`src/verilog/scpt_cfg.svh`:
```
// Register offsets, field positions, reset values and counts of the split capture/PWM timer
`ifndef SCPT_CFG_SVH
`define SCPT_CFG_SVH
`define SCPT_ADDR_W 8
`define SCPT_OFF_CTRL 8'h00
`define SCPT_OFF_MODE 8'h04
`define SCPT_OFF_MODE1 8'h08
`define SCPT_OFF_COUNT 8'h0c
`define SCPT_OFF_RELOAD 8'h10
`define SCPT_RST_BYTE 8'h00
`define SCPT_RST_NIBBLE 4'h0
`define SCPT_PRESCALE_LAST 4'hb
`define SCPT_C_OVF 7
`define SCPT_C_EXT 6
`define SCPT_C_B5 5
`define SCPT_C_B4 4
`define SCPT_C_NEG 3
`define SCPT_C_RUN 2
`define SCPT_C_CT 1
`define SCPT_C_CPRL 0
`define SCPT_M_SPLIT 7
`define SCPT_M_LCLO 6
`define SCPT_M_POS 5
`define SCPT_M_X12 4
`define SCPT_M_LRUN 3
`define SCPT_M_LCLR 2
`define SCPT_M_OE 1
`define SCPT_M_MS0 0
`define SCPT_M1_LCHI 7
`define SCPT_M1_IGN 6
`define SCPT_M1_ACC 5
`define SCPT_M1_CKS 4
`define SCPT_M1_MS1 3
`define SCPT_M1_SRC_HI 2
`define SCPT_RESP_OKAY 2'b00
`define SCPT_RESP_SLVERR 2'b10
`endif

```
`src/verilog/scpt_pkg.sv`:
```
// Shared types of the split capture/PWM timer
`include "scpt_cfg.svh"
package scpt_pkg;
	typedef enum logic [2:0] {
		SCPT_RELOAD = 3'b000,
		SCPT_RELOAD_EXT = 3'b001,
		SCPT_CAPTURE = 3'b010,
		SCPT_CAPTURE_ZERO = 3'b011,
		SCPT_PWM = 3'b100
	} scpt_mode_e;
	typedef struct packed {
		logic awvalid;
		logic [`SCPT_ADDR_W-1:0] awaddr;
		logic wvalid;
		logic [31:0] wdata;
		logic [3:0] wstrb;
		logic bready;
		logic arvalid;
		logic [`SCPT_ADDR_W-1:0] araddr;
		logic rready;
	} scpt_axi_req_s;
	typedef struct packed {
		logic awready;
		logic wready;
		logic bvalid;
		logic [1:0] bresp;
		logic arready;
		logic rvalid;
		logic [31:0] rdata;
		logic [1:0] rresp;
	} scpt_axi_rsp_s;
	typedef struct packed {
		logic int1Event;
		logic baudOvf;
		logic t0Ovf;
		logic ac1Event;
		logic t1Ovf;
	} scpt_src_s;
endpackage

```
`src/verilog/scpt_sync_edge.sv`:
```
// Two-stage synchroniser with registered rise and fall detection
`timescale 1ns/1ps
`default_nettype none
module scpt_sync_edge #(
	parameter int W = 9
) (
	input wire logic clk_sys,
	input wire logic rst,
	input wire logic [W-1:0] asyncIn,
	output logic [W-1:0] rise,
	output logic [W-1:0] fall
);
	logic [W-1:0] stage1_reg;
	logic [W-1:0] stage2_reg;
	logic [W-1:0] last_reg;
	logic [2:0] warm_reg;
	// Edges are held off until the delay line holds real pin samples, so reset gives no false edge
	always_ff @(posedge clk_sys) begin
		if (rst) begin
			stage1_reg <= '0;
			stage2_reg <= '0;
			last_reg <= '0;
			warm_reg <= 3'h0;
			rise <= '0;
			fall <= '0;
		end else begin
			stage1_reg <= asyncIn;
			stage2_reg <= stage1_reg;
			last_reg <= stage2_reg;
			warm_reg <= {warm_reg[1:0], 1'b1};
			rise <= stage2_reg & ~last_reg & {W{warm_reg[2]}};
			fall <= ~stage2_reg & last_reg & {W{warm_reg[2]}};
		end
	end
endmodule
`default_nettype wire

```
`src/verilog/scpt_timer.sv`:
```
// Split capture/PWM timer with AXI4-Lite register access
//
// Decided for this implementation: the address map and the AXI4-Lite slave port.
`timescale 1ns/1ps
`default_nettype none
`include "scpt_cfg.svh"
module scpt_timer (
	input wire logic clk_sys,
	input wire logic rst,
	input wire scpt_pkg::scpt_axi_req_s axiReq,
	output var scpt_pkg::scpt_axi_rsp_s axiRsp,
	input wire logic countPin,
	input wire logic [7:0] captureIn,
	input wire scpt_pkg::scpt_src_s srcEvents,
	output logic clockOutPin,
	output logic clockOutOe,
	output logic wideOverflowEvent,
	output logic timerIrq,
	output logic rxBaudSelect,
	output logic txBaudSelect
);
	import scpt_pkg::*;

	////////////////////////////////////////////////////////////////////////////
	// Registers
	logic bvalid_reg, rvalid_reg, ovfFlag_reg, extFlag_reg, lowFlag_reg;
	logic lowIe_reg, rxSel_reg, txSel_reg, clkTog_reg;
	logic [1:0] bresp_reg, rresp_reg;
	logic [31:0] rdata_reg;
	logic [3:0] ctrlCfg_reg, div12_reg;
	logic [7:0] modeCfg_reg, mode1Cfg_reg, countLow_reg, countHigh_reg, reloadLow_reg, reloadHigh_reg;
	logic [7:0] loNext, hiNext, rlNext, rhNext;
	scpt_mode_e modeSel;

	////////////////////////////////////////////////////////////////////////////
	// Bus decode
	wire wrFire = axiReq.awvalid & axiReq.wvalid & ~bvalid_reg;
	wire rdFire = axiReq.arvalid & ~rvalid_reg;
	wire [5:0] wrWord = axiReq.awaddr[7:2];
	wire [5:0] rdWord = axiReq.araddr[7:2];
	wire wHitCtrl = wrWord == `SCPT_OFF_CTRL >> 2;
	wire wHitMode = wrWord == `SCPT_OFF_MODE >> 2;
	wire wHitMode1 = wrWord == `SCPT_OFF_MODE1 >> 2;
	wire wHitCount = wrWord == `SCPT_OFF_COUNT >> 2;
	wire wHitReload = wrWord == `SCPT_OFF_RELOAD >> 2;
	wire wMapped = wHitCtrl | wHitMode | wHitMode1 | wHitCount | wHitReload;
	wire [31:0] wd = axiReq.wdata;
	wire ctrlWr = wrFire & wHitCtrl & axiReq.wstrb[0];
	wire modeWr = wrFire & wHitMode & axiReq.wstrb[0];
	wire mode1Wr = wrFire & wHitMode1 & axiReq.wstrb[0];
	wire cntWrLo = wrFire & wHitCount & axiReq.wstrb[0];
	wire cntWrHi = wrFire & wHitCount & axiReq.wstrb[1];
	wire relWrLo = wrFire & wHitReload & axiReq.wstrb[0];
	wire relWrHi = wrFire & wHitReload & axiReq.wstrb[1];

	////////////////////////////////////////////////////////////////////////////
	// Configuration fields
	wire splitOn = modeCfg_reg[`SCPT_M_SPLIT];
	wire oeBit = modeCfg_reg[`SCPT_M_OE];
	wire lowRun = modeCfg_reg[`SCPT_M_LRUN];
	wire lowAutoClr = modeCfg_reg[`SCPT_M_LCLR];
	wire mainRun = ctrlCfg_reg[`SCPT_C_RUN];
	wire cpRl = ctrlCfg_reg[`SCPT_C_CPRL];
	wire accSel = mode1Cfg_reg[`SCPT_M1_ACC];
	wire ovfIgnore = mode1Cfg_reg[`SCPT_M1_IGN];
	wire [2:0] hiSrcSel = {mode1Cfg_reg[`SCPT_M1_CKS], modeCfg_reg[`SCPT_M_X12], ctrlCfg_reg[`SCPT_C_CT]};
	wire [1:0] loSrcSel = {mode1Cfg_reg[`SCPT_M1_LCHI], modeCfg_reg[`SCPT_M_LCLO]};
	wire [2:0] capSrcSel = mode1Cfg_reg[`SCPT_M1_SRC_HI:0];
	wire [2:0] modeCode = {mode1Cfg_reg[`SCPT_M1_MS1], cpRl, modeCfg_reg[`SCPT_M_MS0]};

	always_comb begin
		unique case (modeCode)
			3'b000: modeSel = SCPT_RELOAD;
			3'b001: modeSel = SCPT_RELOAD_EXT;
			3'b010: modeSel = SCPT_CAPTURE;
			3'b011: modeSel = SCPT_CAPTURE_ZERO;
			3'b100: modeSel = SCPT_PWM;
			default: modeSel = SCPT_RELOAD;
		endcase
	end

	wire isPwm = modeSel == SCPT_PWM;
	wire isZero = modeSel == SCPT_CAPTURE_ZERO;
	wire isCap = (modeSel == SCPT_CAPTURE) | isZero;
	wire isRel = (modeSel == SCPT_RELOAD) | (modeSel == SCPT_RELOAD_EXT);
	wire isRelExt = modeSel == SCPT_RELOAD_EXT;
	wire eightBit = splitOn | isPwm;
	wire clkOutMode = ~cpRl & oeBit & ~isPwm;

	////////////////////////////////////////////////////////////////////////////
	// Count sources
	wire [8:0] syncRise;
	wire [8:0] syncFall;
	scpt_sync_edge #(.W(9)) u_sync (
		.clk_sys(clk_sys),
		.rst(rst),
		.asyncIn({countPin, captureIn}),
		.rise(syncRise),
		.fall(syncFall)
	);

	wire div12Tick = div12_reg == `SCPT_PRESCALE_LAST;
	wire lowOvf;
	wire [7:0] hiSrc = {srcEvents.t1Ovf, srcEvents.ac1Event, srcEvents.t0Ovf, srcEvents.baudOvf,
		splitOn ? lowOvf : srcEvents.int1Event, 1'b1, syncFall[8], div12Tick};
	wire [3:0] loSrc = {srcEvents.int1Event, srcEvents.baudOvf, 1'b1, div12Tick};
	wire hiSrcTick = hiSrc[hiSrcSel];
	wire highTick = eightBit & mainRun & hiSrcTick;
	wire wideTick = ~eightBit & mainRun & hiSrcTick;
	wire lowTick = splitOn & ~isPwm & lowRun & loSrc[loSrcSel];
	wire [15:0] wideCount = {countHigh_reg, countLow_reg};
	wire highOvf = highTick & (countHigh_reg == 8'hff);
	assign lowOvf = lowTick & (countLow_reg == 8'hff);
	wire wideOvf = wideTick & (wideCount == 16'hffff);
	wire extEvent = (syncFall[capSrcSel] & ctrlCfg_reg[`SCPT_C_NEG])
		| (syncRise[capSrcSel] & modeCfg_reg[`SCPT_M_POS]);
	wire exportEvent = isPwm ? highOvf : (splitOn ? lowOvf : wideOvf);

	////////////////////////////////////////////////////////////////////////////
	// Flags and run control
	wire ovfSet = (wideOvf & ~clkOutMode) | highOvf;
	wire lowSet = lowOvf & ~clkOutMode;
	wire lowRunClr = splitOn & ~isPwm & lowAutoClr & ((isRel & highOvf) | (isCap & extEvent));
	wire ovfFlagNext = ovfSet | (ctrlWr ? wd[`SCPT_C_OVF] : ovfFlag_reg);
	wire extFlagNext = extEvent | (ctrlWr ? wd[`SCPT_C_EXT] : extFlag_reg);
	wire lowFlagNext = lowSet | ((ctrlWr & accSel) ? wd[`SCPT_C_B5] : lowFlag_reg);
	wire lowIeNext = (ctrlWr & accSel) ? wd[`SCPT_C_B4] : lowIe_reg;
	wire rxSelNext = (ctrlWr & ~accSel) ? wd[`SCPT_C_B5] : rxSel_reg;
	wire txSelNext = (ctrlWr & ~accSel) ? wd[`SCPT_C_B4] : txSel_reg;
	wire [7:0] modeWrVal = modeWr ? wd[7:0] : modeCfg_reg;
	wire [7:0] modeNext = {modeWrVal[7:4], modeWrVal[3] & ~lowRunClr, modeWrVal[2:0]};
	wire irqNext = (ovfFlag_reg & ~ovfIgnore) | extFlag_reg | (lowFlag_reg & lowIe_reg);
	wire pwmLevel = countHigh_reg >= countLow_reg;
	wire togNext = clkTog_reg ^ (exportEvent & ~cpRl & oeBit & ~isPwm);
	wire pinNext = oeBit & (isPwm ? pwmLevel : clkTog_reg);

	////////////////////////////////////////////////////////////////////////////
	// Counter datapath
	always_comb begin
		hiNext = countHigh_reg;
		loNext = countLow_reg;
		rhNext = reloadHigh_reg;
		rlNext = reloadLow_reg;
		if (isPwm) begin
			if (highOvf) begin
				hiNext = reloadHigh_reg;
				loNext = reloadLow_reg;
			end else if (highTick) begin
				hiNext = countHigh_reg + 8'h01;
			end
		end else if (splitOn) begin
			if (highOvf) begin
				hiNext = isCap ? 8'h00 : reloadHigh_reg;
			end else if (highTick) begin
				hiNext = countHigh_reg + 8'h01;
			end
			if (extEvent & isRelExt) begin
				hiNext = reloadHigh_reg;
			end
			if (extEvent & isCap) begin
				rhNext = countHigh_reg;
			end
			if (extEvent & isZero) begin
				hiNext = 8'h00;
			end
			if (lowOvf) begin
				loNext = reloadLow_reg;
			end else if (lowTick) begin
				loNext = countLow_reg + 8'h01;
			end
		end else begin
			if (wideOvf) begin
				{hiNext, loNext} = isCap ? 16'h0000 : {reloadHigh_reg, reloadLow_reg};
			end else if (wideTick) begin
				{hiNext, loNext} = wideCount + 16'h0001;
			end
			if (extEvent & isRelExt) begin
				{hiNext, loNext} = {reloadHigh_reg, reloadLow_reg};
			end
			if (extEvent & isCap) begin
				{rhNext, rlNext} = wideCount;
			end
			if (extEvent & isZero) begin
				{hiNext, loNext} = 16'h0000;
			end
		end
		loNext = cntWrLo ? wd[7:0] : loNext;
		hiNext = cntWrHi ? wd[15:8] : hiNext;
		rlNext = relWrLo ? wd[7:0] : rlNext;
		rhNext = relWrHi ? wd[15:8] : rhNext;
	end

	////////////////////////////////////////////////////////////////////////////
	// Read mux
	wire [7:0] ctrlRead = {ovfFlag_reg, extFlag_reg, accSel ? lowFlag_reg : rxSel_reg,
		accSel ? lowIe_reg : txSel_reg, ctrlCfg_reg};
	wire rHitCtrl = rdWord == `SCPT_OFF_CTRL >> 2;
	wire rHitMode = rdWord == `SCPT_OFF_MODE >> 2;
	wire rHitMode1 = rdWord == `SCPT_OFF_MODE1 >> 2;
	wire rHitCount = rdWord == `SCPT_OFF_COUNT >> 2;
	wire rHitReload = rdWord == `SCPT_OFF_RELOAD >> 2;
	wire rMapped = rHitCtrl | rHitMode | rHitMode1 | rHitCount | rHitReload;
	wire [31:0] rdMux = rHitCtrl ? {24'h000000, ctrlRead} : rHitMode ? {24'h000000, modeCfg_reg}
		: rHitMode1 ? {24'h000000, mode1Cfg_reg} : rHitCount ? {16'h0000, wideCount}
		: rHitReload ? {16'h0000, reloadHigh_reg, reloadLow_reg} : 32'h00000000;

	////////////////////////////////////////////////////////////////////////////
	// Bus channel state
	always_ff @(posedge clk_sys) begin
		if (rst) begin
			bvalid_reg <= 1'b0;
			bresp_reg <= `SCPT_RESP_OKAY;
			rvalid_reg <= 1'b0;
			rdata_reg <= 32'h00000000;
			rresp_reg <= `SCPT_RESP_OKAY;
		end else begin
			bvalid_reg <= wrFire | (bvalid_reg & ~axiReq.bready);
			if (wrFire) begin
				bresp_reg <= wMapped ? `SCPT_RESP_OKAY : `SCPT_RESP_SLVERR;
			end
			rvalid_reg <= rdFire | (rvalid_reg & ~axiReq.rready);
			if (rdFire) begin
				rdata_reg <= rdMux;
				rresp_reg <= rMapped ? `SCPT_RESP_OKAY : `SCPT_RESP_SLVERR;
			end
		end
	end

	assign axiRsp = '{awready: wrFire, wready: wrFire, bvalid: bvalid_reg, bresp: bresp_reg,
		arready: ~rvalid_reg, rvalid: rvalid_reg, rdata: rdata_reg, rresp: rresp_reg};

	////////////////////////////////////////////////////////////////////////////
	// Control and flag state
	always_ff @(posedge clk_sys) begin
		if (rst) begin
			ctrlCfg_reg <= `SCPT_RST_NIBBLE;
			modeCfg_reg <= `SCPT_RST_BYTE;
			mode1Cfg_reg <= `SCPT_RST_BYTE;
			ovfFlag_reg <= 1'b0;
			extFlag_reg <= 1'b0;
			lowFlag_reg <= 1'b0;
			lowIe_reg <= 1'b0;
			rxSel_reg <= 1'b0;
			txSel_reg <= 1'b0;
		end else begin
			if (ctrlWr) begin
				ctrlCfg_reg <= wd[3:0];
			end
			modeCfg_reg <= modeNext;
			if (mode1Wr) begin
				mode1Cfg_reg <= wd[7:0];
			end
			ovfFlag_reg <= ovfFlagNext;
			extFlag_reg <= extFlagNext;
			lowFlag_reg <= lowFlagNext;
			lowIe_reg <= lowIeNext;
			rxSel_reg <= rxSelNext;
			txSel_reg <= txSelNext;
		end
	end

	////////////////////////////////////////////////////////////////////////////
	// Counters and outputs
	always_ff @(posedge clk_sys) begin
		if (rst) begin
			countLow_reg <= `SCPT_RST_BYTE;
			countHigh_reg <= `SCPT_RST_BYTE;
			reloadLow_reg <= `SCPT_RST_BYTE;
			reloadHigh_reg <= `SCPT_RST_BYTE;
			div12_reg <= `SCPT_RST_NIBBLE;
			clkTog_reg <= 1'b0;
			clockOutPin <= 1'b0;
			wideOverflowEvent <= 1'b0;
			timerIrq <= 1'b0;
		end else begin
			countLow_reg <= loNext;
			countHigh_reg <= hiNext;
			reloadLow_reg <= rlNext;
			reloadHigh_reg <= rhNext;
			div12_reg <= div12Tick ? `SCPT_RST_NIBBLE : div12_reg + 4'h1;
			clkTog_reg <= togNext;
			clockOutPin <= pinNext;
			wideOverflowEvent <= exportEvent;
			timerIrq <= irqNext;
		end
	end

	assign clockOutOe = oeBit;
	assign rxBaudSelect = rxSel_reg;
	assign txBaudSelect = txSel_reg;
endmodule
`default_nettype wire

```
`config.mk`:
```
export PLATFORM = sky130hd
export DESIGN_NAME = scpt_timer
export DESIGN_NICKNAME = d
export VERILOG_FILES = /design/src/verilog/scpt_pkg.sv /design/src/verilog/scpt_sync_edge.sv /design/src/verilog/scpt_timer.sv
export VERILOG_INCLUDE_DIRS = /design/src /design/src/verilog
export SDC_FILE = /design/constraint.sdc
export NUM_CORES = 1
export LEC_CHECK = 0
export BUFFER_PORTS_ARGS = -buffer_cell sky130_fd_sc_hd__buf_2
export CORE_UTILIZATION = 25
export DETAILED_ROUTE_END_ITERATION = 8
export GPL_TIMING_DRIVEN = 0
export SLEW_MARGIN = 20
export SYNTH_ARGS = -nofsm -noshare
export SYNTH_HDL_FRONTEND = slang
export SYNTH_HIERARCHICAL = 1
export SYNTH_SLANG_ARGS = --single-unit
```
`constraint.sdc`:
```
create_clock -name clk_sys -period 4.9 [get_ports clk_sys]
set_input_delay 0.98 -clock clk_sys [delete_from_list [all_inputs] [get_ports clk_sys]]
set_output_delay 0.98 -clock clk_sys [all_outputs]
set_load 0.005 [all_outputs]
```
Word level (Yosys, flattened, before mapping):

Cells that the tools add are included.
W data, S select, Z words.

* register bits: 151
* latch bits: 0
* memory bits (writable): 0
* ROM bits: 0
* bits of input ports: 73
* output and inout port bits: 47
* memories: 0

* add/subtract/negate cells: 4
* $mul: 0
* divide/modulo/power cells: 0
* $lt $le $gt $ge: 4
* eq/ne operators: 25
* shift operators: 0
* multiplexer cells: 58
* bitwise operators: 87
* reductions and logical operators: 11

Operators by type and width (count)
* $mux W8: 30
* $mux W16: 6
* $and A1 B1 Y1: 48
* $eq A6 B2 Y1 const B: 4
* $or A1 B1 Y1: 21
* $and A9 B9 Y9: 2
* $add A16 B1 Y16 const B: 1
* $add A8 B1 Y8 const B: 2
* $and A8 B8 Y8: 2
* $eq A16 B16 Y1 const B: 1
* $eq A8 B8 Y1 const B: 2
* $mux W1: 14
* $reduce_bool A7 Y1: 2
* $eq A3 B2 Y1 const B: 4
* $eq A6 B1 Y1 const B: 2
* $eq A6 B3 Y1 const B: 2
* $logic_not A6 Y1: 2
* $pmux W3 S4: 1
* $not A1 Y1: 11
* $bmux W1 S3: 3
* $not A9 Y9: 1
* $ge A8 B8 Y1: 1
* $not A8 Y8: 1
* $eq A3 B1 Y1 const B: 2
* other kinds (19): 24

Longest topological paths before layout:

* depth after elaboration: 19
* mapped depth: 11
* gate-level depth less buffers: 10

Hierarchy:

The synthesis kept the hierarchy.

Modules (own cells, without submodules)
* scpt_timer: times used 1, cells an instance 758, area each 5781.8 um^2
* scpt_sync_edge: times used 1, cells an instance 102, area each 1422.6 um^2

Least setup slack after synthesis:

No wires, ideal clock.

* path kind: input-to-reg
* start: input port srcEvents[4] (netlist name)
* end: register countHigh_reg[7]
* setup time: 0.121 ns
* arrival: 2.781 ns
* data required time: 4.779 ns
* slack: 1.999 ns
* stages on the path: 9
* buffers on the path: 1
* cell sequence: mux2i_1 > a221oi_4 > a31oi_4 > or3_1 > buf_6 > o31ai_4 > o41ai_2 > a221oi_2 > nor3_1

* cells in the longest elaborated chain, start to end: 15

RTL lines
* start: declaration: line scpt_timer.sv:14 `input wire scpt_pkg::scpt_src_s srcEvents,`
* $bmux W1 S2: line scpt_timer.sv:110 `wire lowTick = splitOn & ~isPwm & lowRun & loSrc[loSrcSel];`
* $mux W1 (implied by the code): line scpt_timer.sv:110
* $and A1 B1 Y1: line scpt_timer.sv:110
* $and A1 B1 Y1: line scpt_timer.sv:113 `assign lowOvf = lowTick & (countLow_reg == 8'hff);`
* $mux W1 (*): line scpt_timer.sv:105 `splitOn ? lowOvf : srcEvents.int1Event, 1'b1, syncFall[8], div12Tick};`
* $bmux W1 S3 (*): line scpt_timer.sv:107 `wire hiSrcTick = hiSrc[hiSrcSel];`
* $mux W1 (implied by the code) (*): line scpt_timer.sv:107
* $and A1 B1 Y1 (on tied branches): line scpt_timer.sv:109, scpt_timer.sv:108
* $and A1 B1 Y1, or another cell as far along: line scpt_timer.sv:114 `wire wideOvf = wideTick & (wideCount == 16'hffff);`
* $mux W8 (on tied branches): line scpt_timer.sv:172, scpt_timer.sv:152
* $mux W8 (on tied branches): line scpt_timer.sv:177, scpt_timer.sv:157
* $mux W8 (on tied branches): line scpt_timer.sv:183, scpt_timer.sv:163
* $mux W8: line scpt_timer.sv:151 `end else if (splitOn) begin`
* $mux W8: line scpt_timer.sv:144 `if (isPwm) begin`
* $mux W8: line scpt_timer.sv:188 `hiNext = cntWrHi ? wd[15:8] : hiNext;`
* end signal: assignment: line scpt_timer.sv:267 `` countHigh_reg <= `SCPT_RST_BYTE; ``
* end signal: assignment: line scpt_timer.sv:277 `countHigh_reg <= hiNext;`
* end: declaration: line scpt_timer.sv:31 `logic [7:0] modeCfg_reg, mode1Cfg_reg, countLow_reg, countHigh_reg, reloadLow_reg, reloadHigh_reg;`

Mark *: on every way between the ends. The rest lies on a longest branch, timed or not. The select of a mux whose other input is x is not followed.
A chain may end at the register's enable or synchronous reset.

Worst setup path in the final report:

* start: register countLow_reg[0]
* end: register countHigh_reg[7]

* cells in the longest elaborated chain, start to end: 13

RTL lines
* start: declaration: line scpt_timer.sv:31
* start signal: assignment: line scpt_timer.sv:266 `` countLow_reg <= `SCPT_RST_BYTE; ``
* start signal: assignment: line scpt_timer.sv:276 `countLow_reg <= loNext;`
* $eq A8 B8 Y1: line scpt_timer.sv:113
* $and A1 B1 Y1: line scpt_timer.sv:113
* $mux W1: line scpt_timer.sv:105
* $bmux W1 S3: line scpt_timer.sv:107
* $mux W1 (implied by the code): line scpt_timer.sv:107
* $and A1 B1 Y1 (on tied branches): line scpt_timer.sv:109, scpt_timer.sv:108
* $and A1 B1 Y1, or another cell as far along: line scpt_timer.sv:114
* $mux W8 (on tied branches): line scpt_timer.sv:172, scpt_timer.sv:152
* $mux W8 (on tied branches): line scpt_timer.sv:177, scpt_timer.sv:157
* $mux W8 (on tied branches): line scpt_timer.sv:183, scpt_timer.sv:163
* $mux W8: line scpt_timer.sv:151
* $mux W8: line scpt_timer.sv:144
* $mux W8: line scpt_timer.sv:188

Parallel ways exist; a longest one is shown, timed or not. The select of a mux whose other input is x is not followed.

==> results.toml <==
[grt]
grt_overflow = 0
grt_pass1_wl_um = 36000
grt_pass1_vias = 6390
grt_usage = 0.163
grt_max_degree = 17
antenna_found_initial = 0

[layout]
n_antenna_cell = 0
drive_gt1_frac = 0.192
multi_input_area_um2 = 4070
layout_common_cells = "133 x dfxtp_1, 120 x nor2_1, 92 x buf_2"
final_nets = 1056
instances_no_fill = 1363
final.fill_count = 3041
fin_area_um2 = 8700
final_common_cell = "dfxtp_1"
area_growth_pct = 21.3
largest_register_ffs = 16
seqCellArea_um2 = 2660

[timing]
skew_ns = 0.0107
setup_viol = 0
max_freq_mhz = 318
hold_viol_final = 0
relSlewSlack = 0.444
period_share = 0.642
rsz0062_at_grt = "no"
tightest_slew_ns = 0.833
hold_slack_ns = 0.431
fin_tns_setup_ns = 0
min_period_ns = 3.14
drv_slew = 0

[clocking]
clkLatencyLatePin_ns = 0.43
cts_root_buf = "clkbuf_16"
cts_num_sinks = 133
cts_buffers = 17
cts.repair.resized = 0
cts_max_level = 4
clkTransAtPathRegs_ns = 0.07
hold_buffers = 0
cts_max_path_buffers = 2
cts_setup_buffers = 0
cts_tree = "yes"

[setup_path]
worstSetupPathType = "reg2reg"
worst_ep_arrival_time_ns = 3.45
cp-start-kind = "register"
worstPathRequired_ns = 5.21
worstSetupEndpointType = "register"
path_max_fanout = 10

[floorplan]
core_area_um2 = 28000
rows = 61
dieArea_um2 = 29400
die_w_um = 171
die_h_um = 171
initial_core_util = 0.256
pin_count = 120

[drt]
drt.antenna.violating_nets = 0
dr_total_vias = 6801
routedWlPerCell_um = 17.2
drc = 0
vias_per_cell = 4.99
first_pass_iters = 5
first_iter_violations = 559
postRouteWirelength_um = 23400

[synthesis]
yosys_warnings = 6
synth_area_um2 = 7170
syn_inst = 858
syn_avg_cell_area_um2 = 8.36

[placement]
io_buffers = 78
placed_area_um2 = 8100
gp_congestion = 0.933
dp.cells = 1331
dp_hpwl_um = 17500

[power]
finalPower_uw = 2580
power_density_nw_per_um2 = 297
p_leak_uw = 0.00332
ir_worst_vdd_uv = 255

[flow_run]
drv_cap = 0

[min_path]
hold_path.class = "reg2reg"

[outcome]
status = "finished clean"
layout make-up:
cell class / count / share of cell area
well taps: 378 / 0.0544
clock buffers: 18 / 0.0505
repair buffers: 78 / 0.0449
flip-flops and latches: 133 / 0.306
multi-input cells: 644 / 0.468
clock inverters: 14 / 0.0183
plain buffers: 76 / 0.0486
inverters: 22 / 0.00950
final timing paths:
kind	start	to	slack [ns]	cells past startpoint
min	u_sync/stage1_reg[4]$_SDFF_PP0_	u_sync/stage2_reg[4]$_SDFF_PP0_	0.43	1
max	countLow_reg[0]$_SDFFE_PP0P_	countHigh_reg[7]$_SDFFE_PP0P_	1.76	9
max reg2reg	countLow_reg[0]$_SDFFE_PP0P_	countHigh_reg[7]$_SDFFE_PP0P_	1.76	9
min reg2reg	u_sync/stage1_reg[4]$_SDFF_PP0_	u_sync/stage2_reg[4]$_SDFF_PP0_	0.43	1
through the flow:
step / utilization / worst slack [ns]
final: 0.310 / 1.76
after global routing: 0.310 / 1.52
after CTS: 0.310 / 1.78
after detailed placement: 0.289 / 1.36
after global placement: 0.289 / 1.37
after floorplan: - / 2.00
metal layers:
metal	global-route usage	wire (µm)
met3	0.0313	1580
met4	0.0730	833
met1	0.210	10200
met5	0	0
met2	0.264	10800
report_power, final:
part	total, µW	internal [µW]	switching, µW	leakage (µW)
clock	1320	739	579	0.000294
sequential	1110	1100	10.5	0.00108
combinational	150	63.2	86.8	0.00195
total	2580	1900	676	0.00332
worst max-delay path, cell delays in order (launching register included):
cell and delay (ns):
dfxtp_1 0.54, ha_1 0.28, nand4_1 0.24, nor2_4 0.34, a31oi_4 0.22, nor3_4 0.51
nor2_1 0.09, or4_1 0.50, a221oi_2 0.23, nor3_1 0.07
Power figures use the tool's default switching activity.
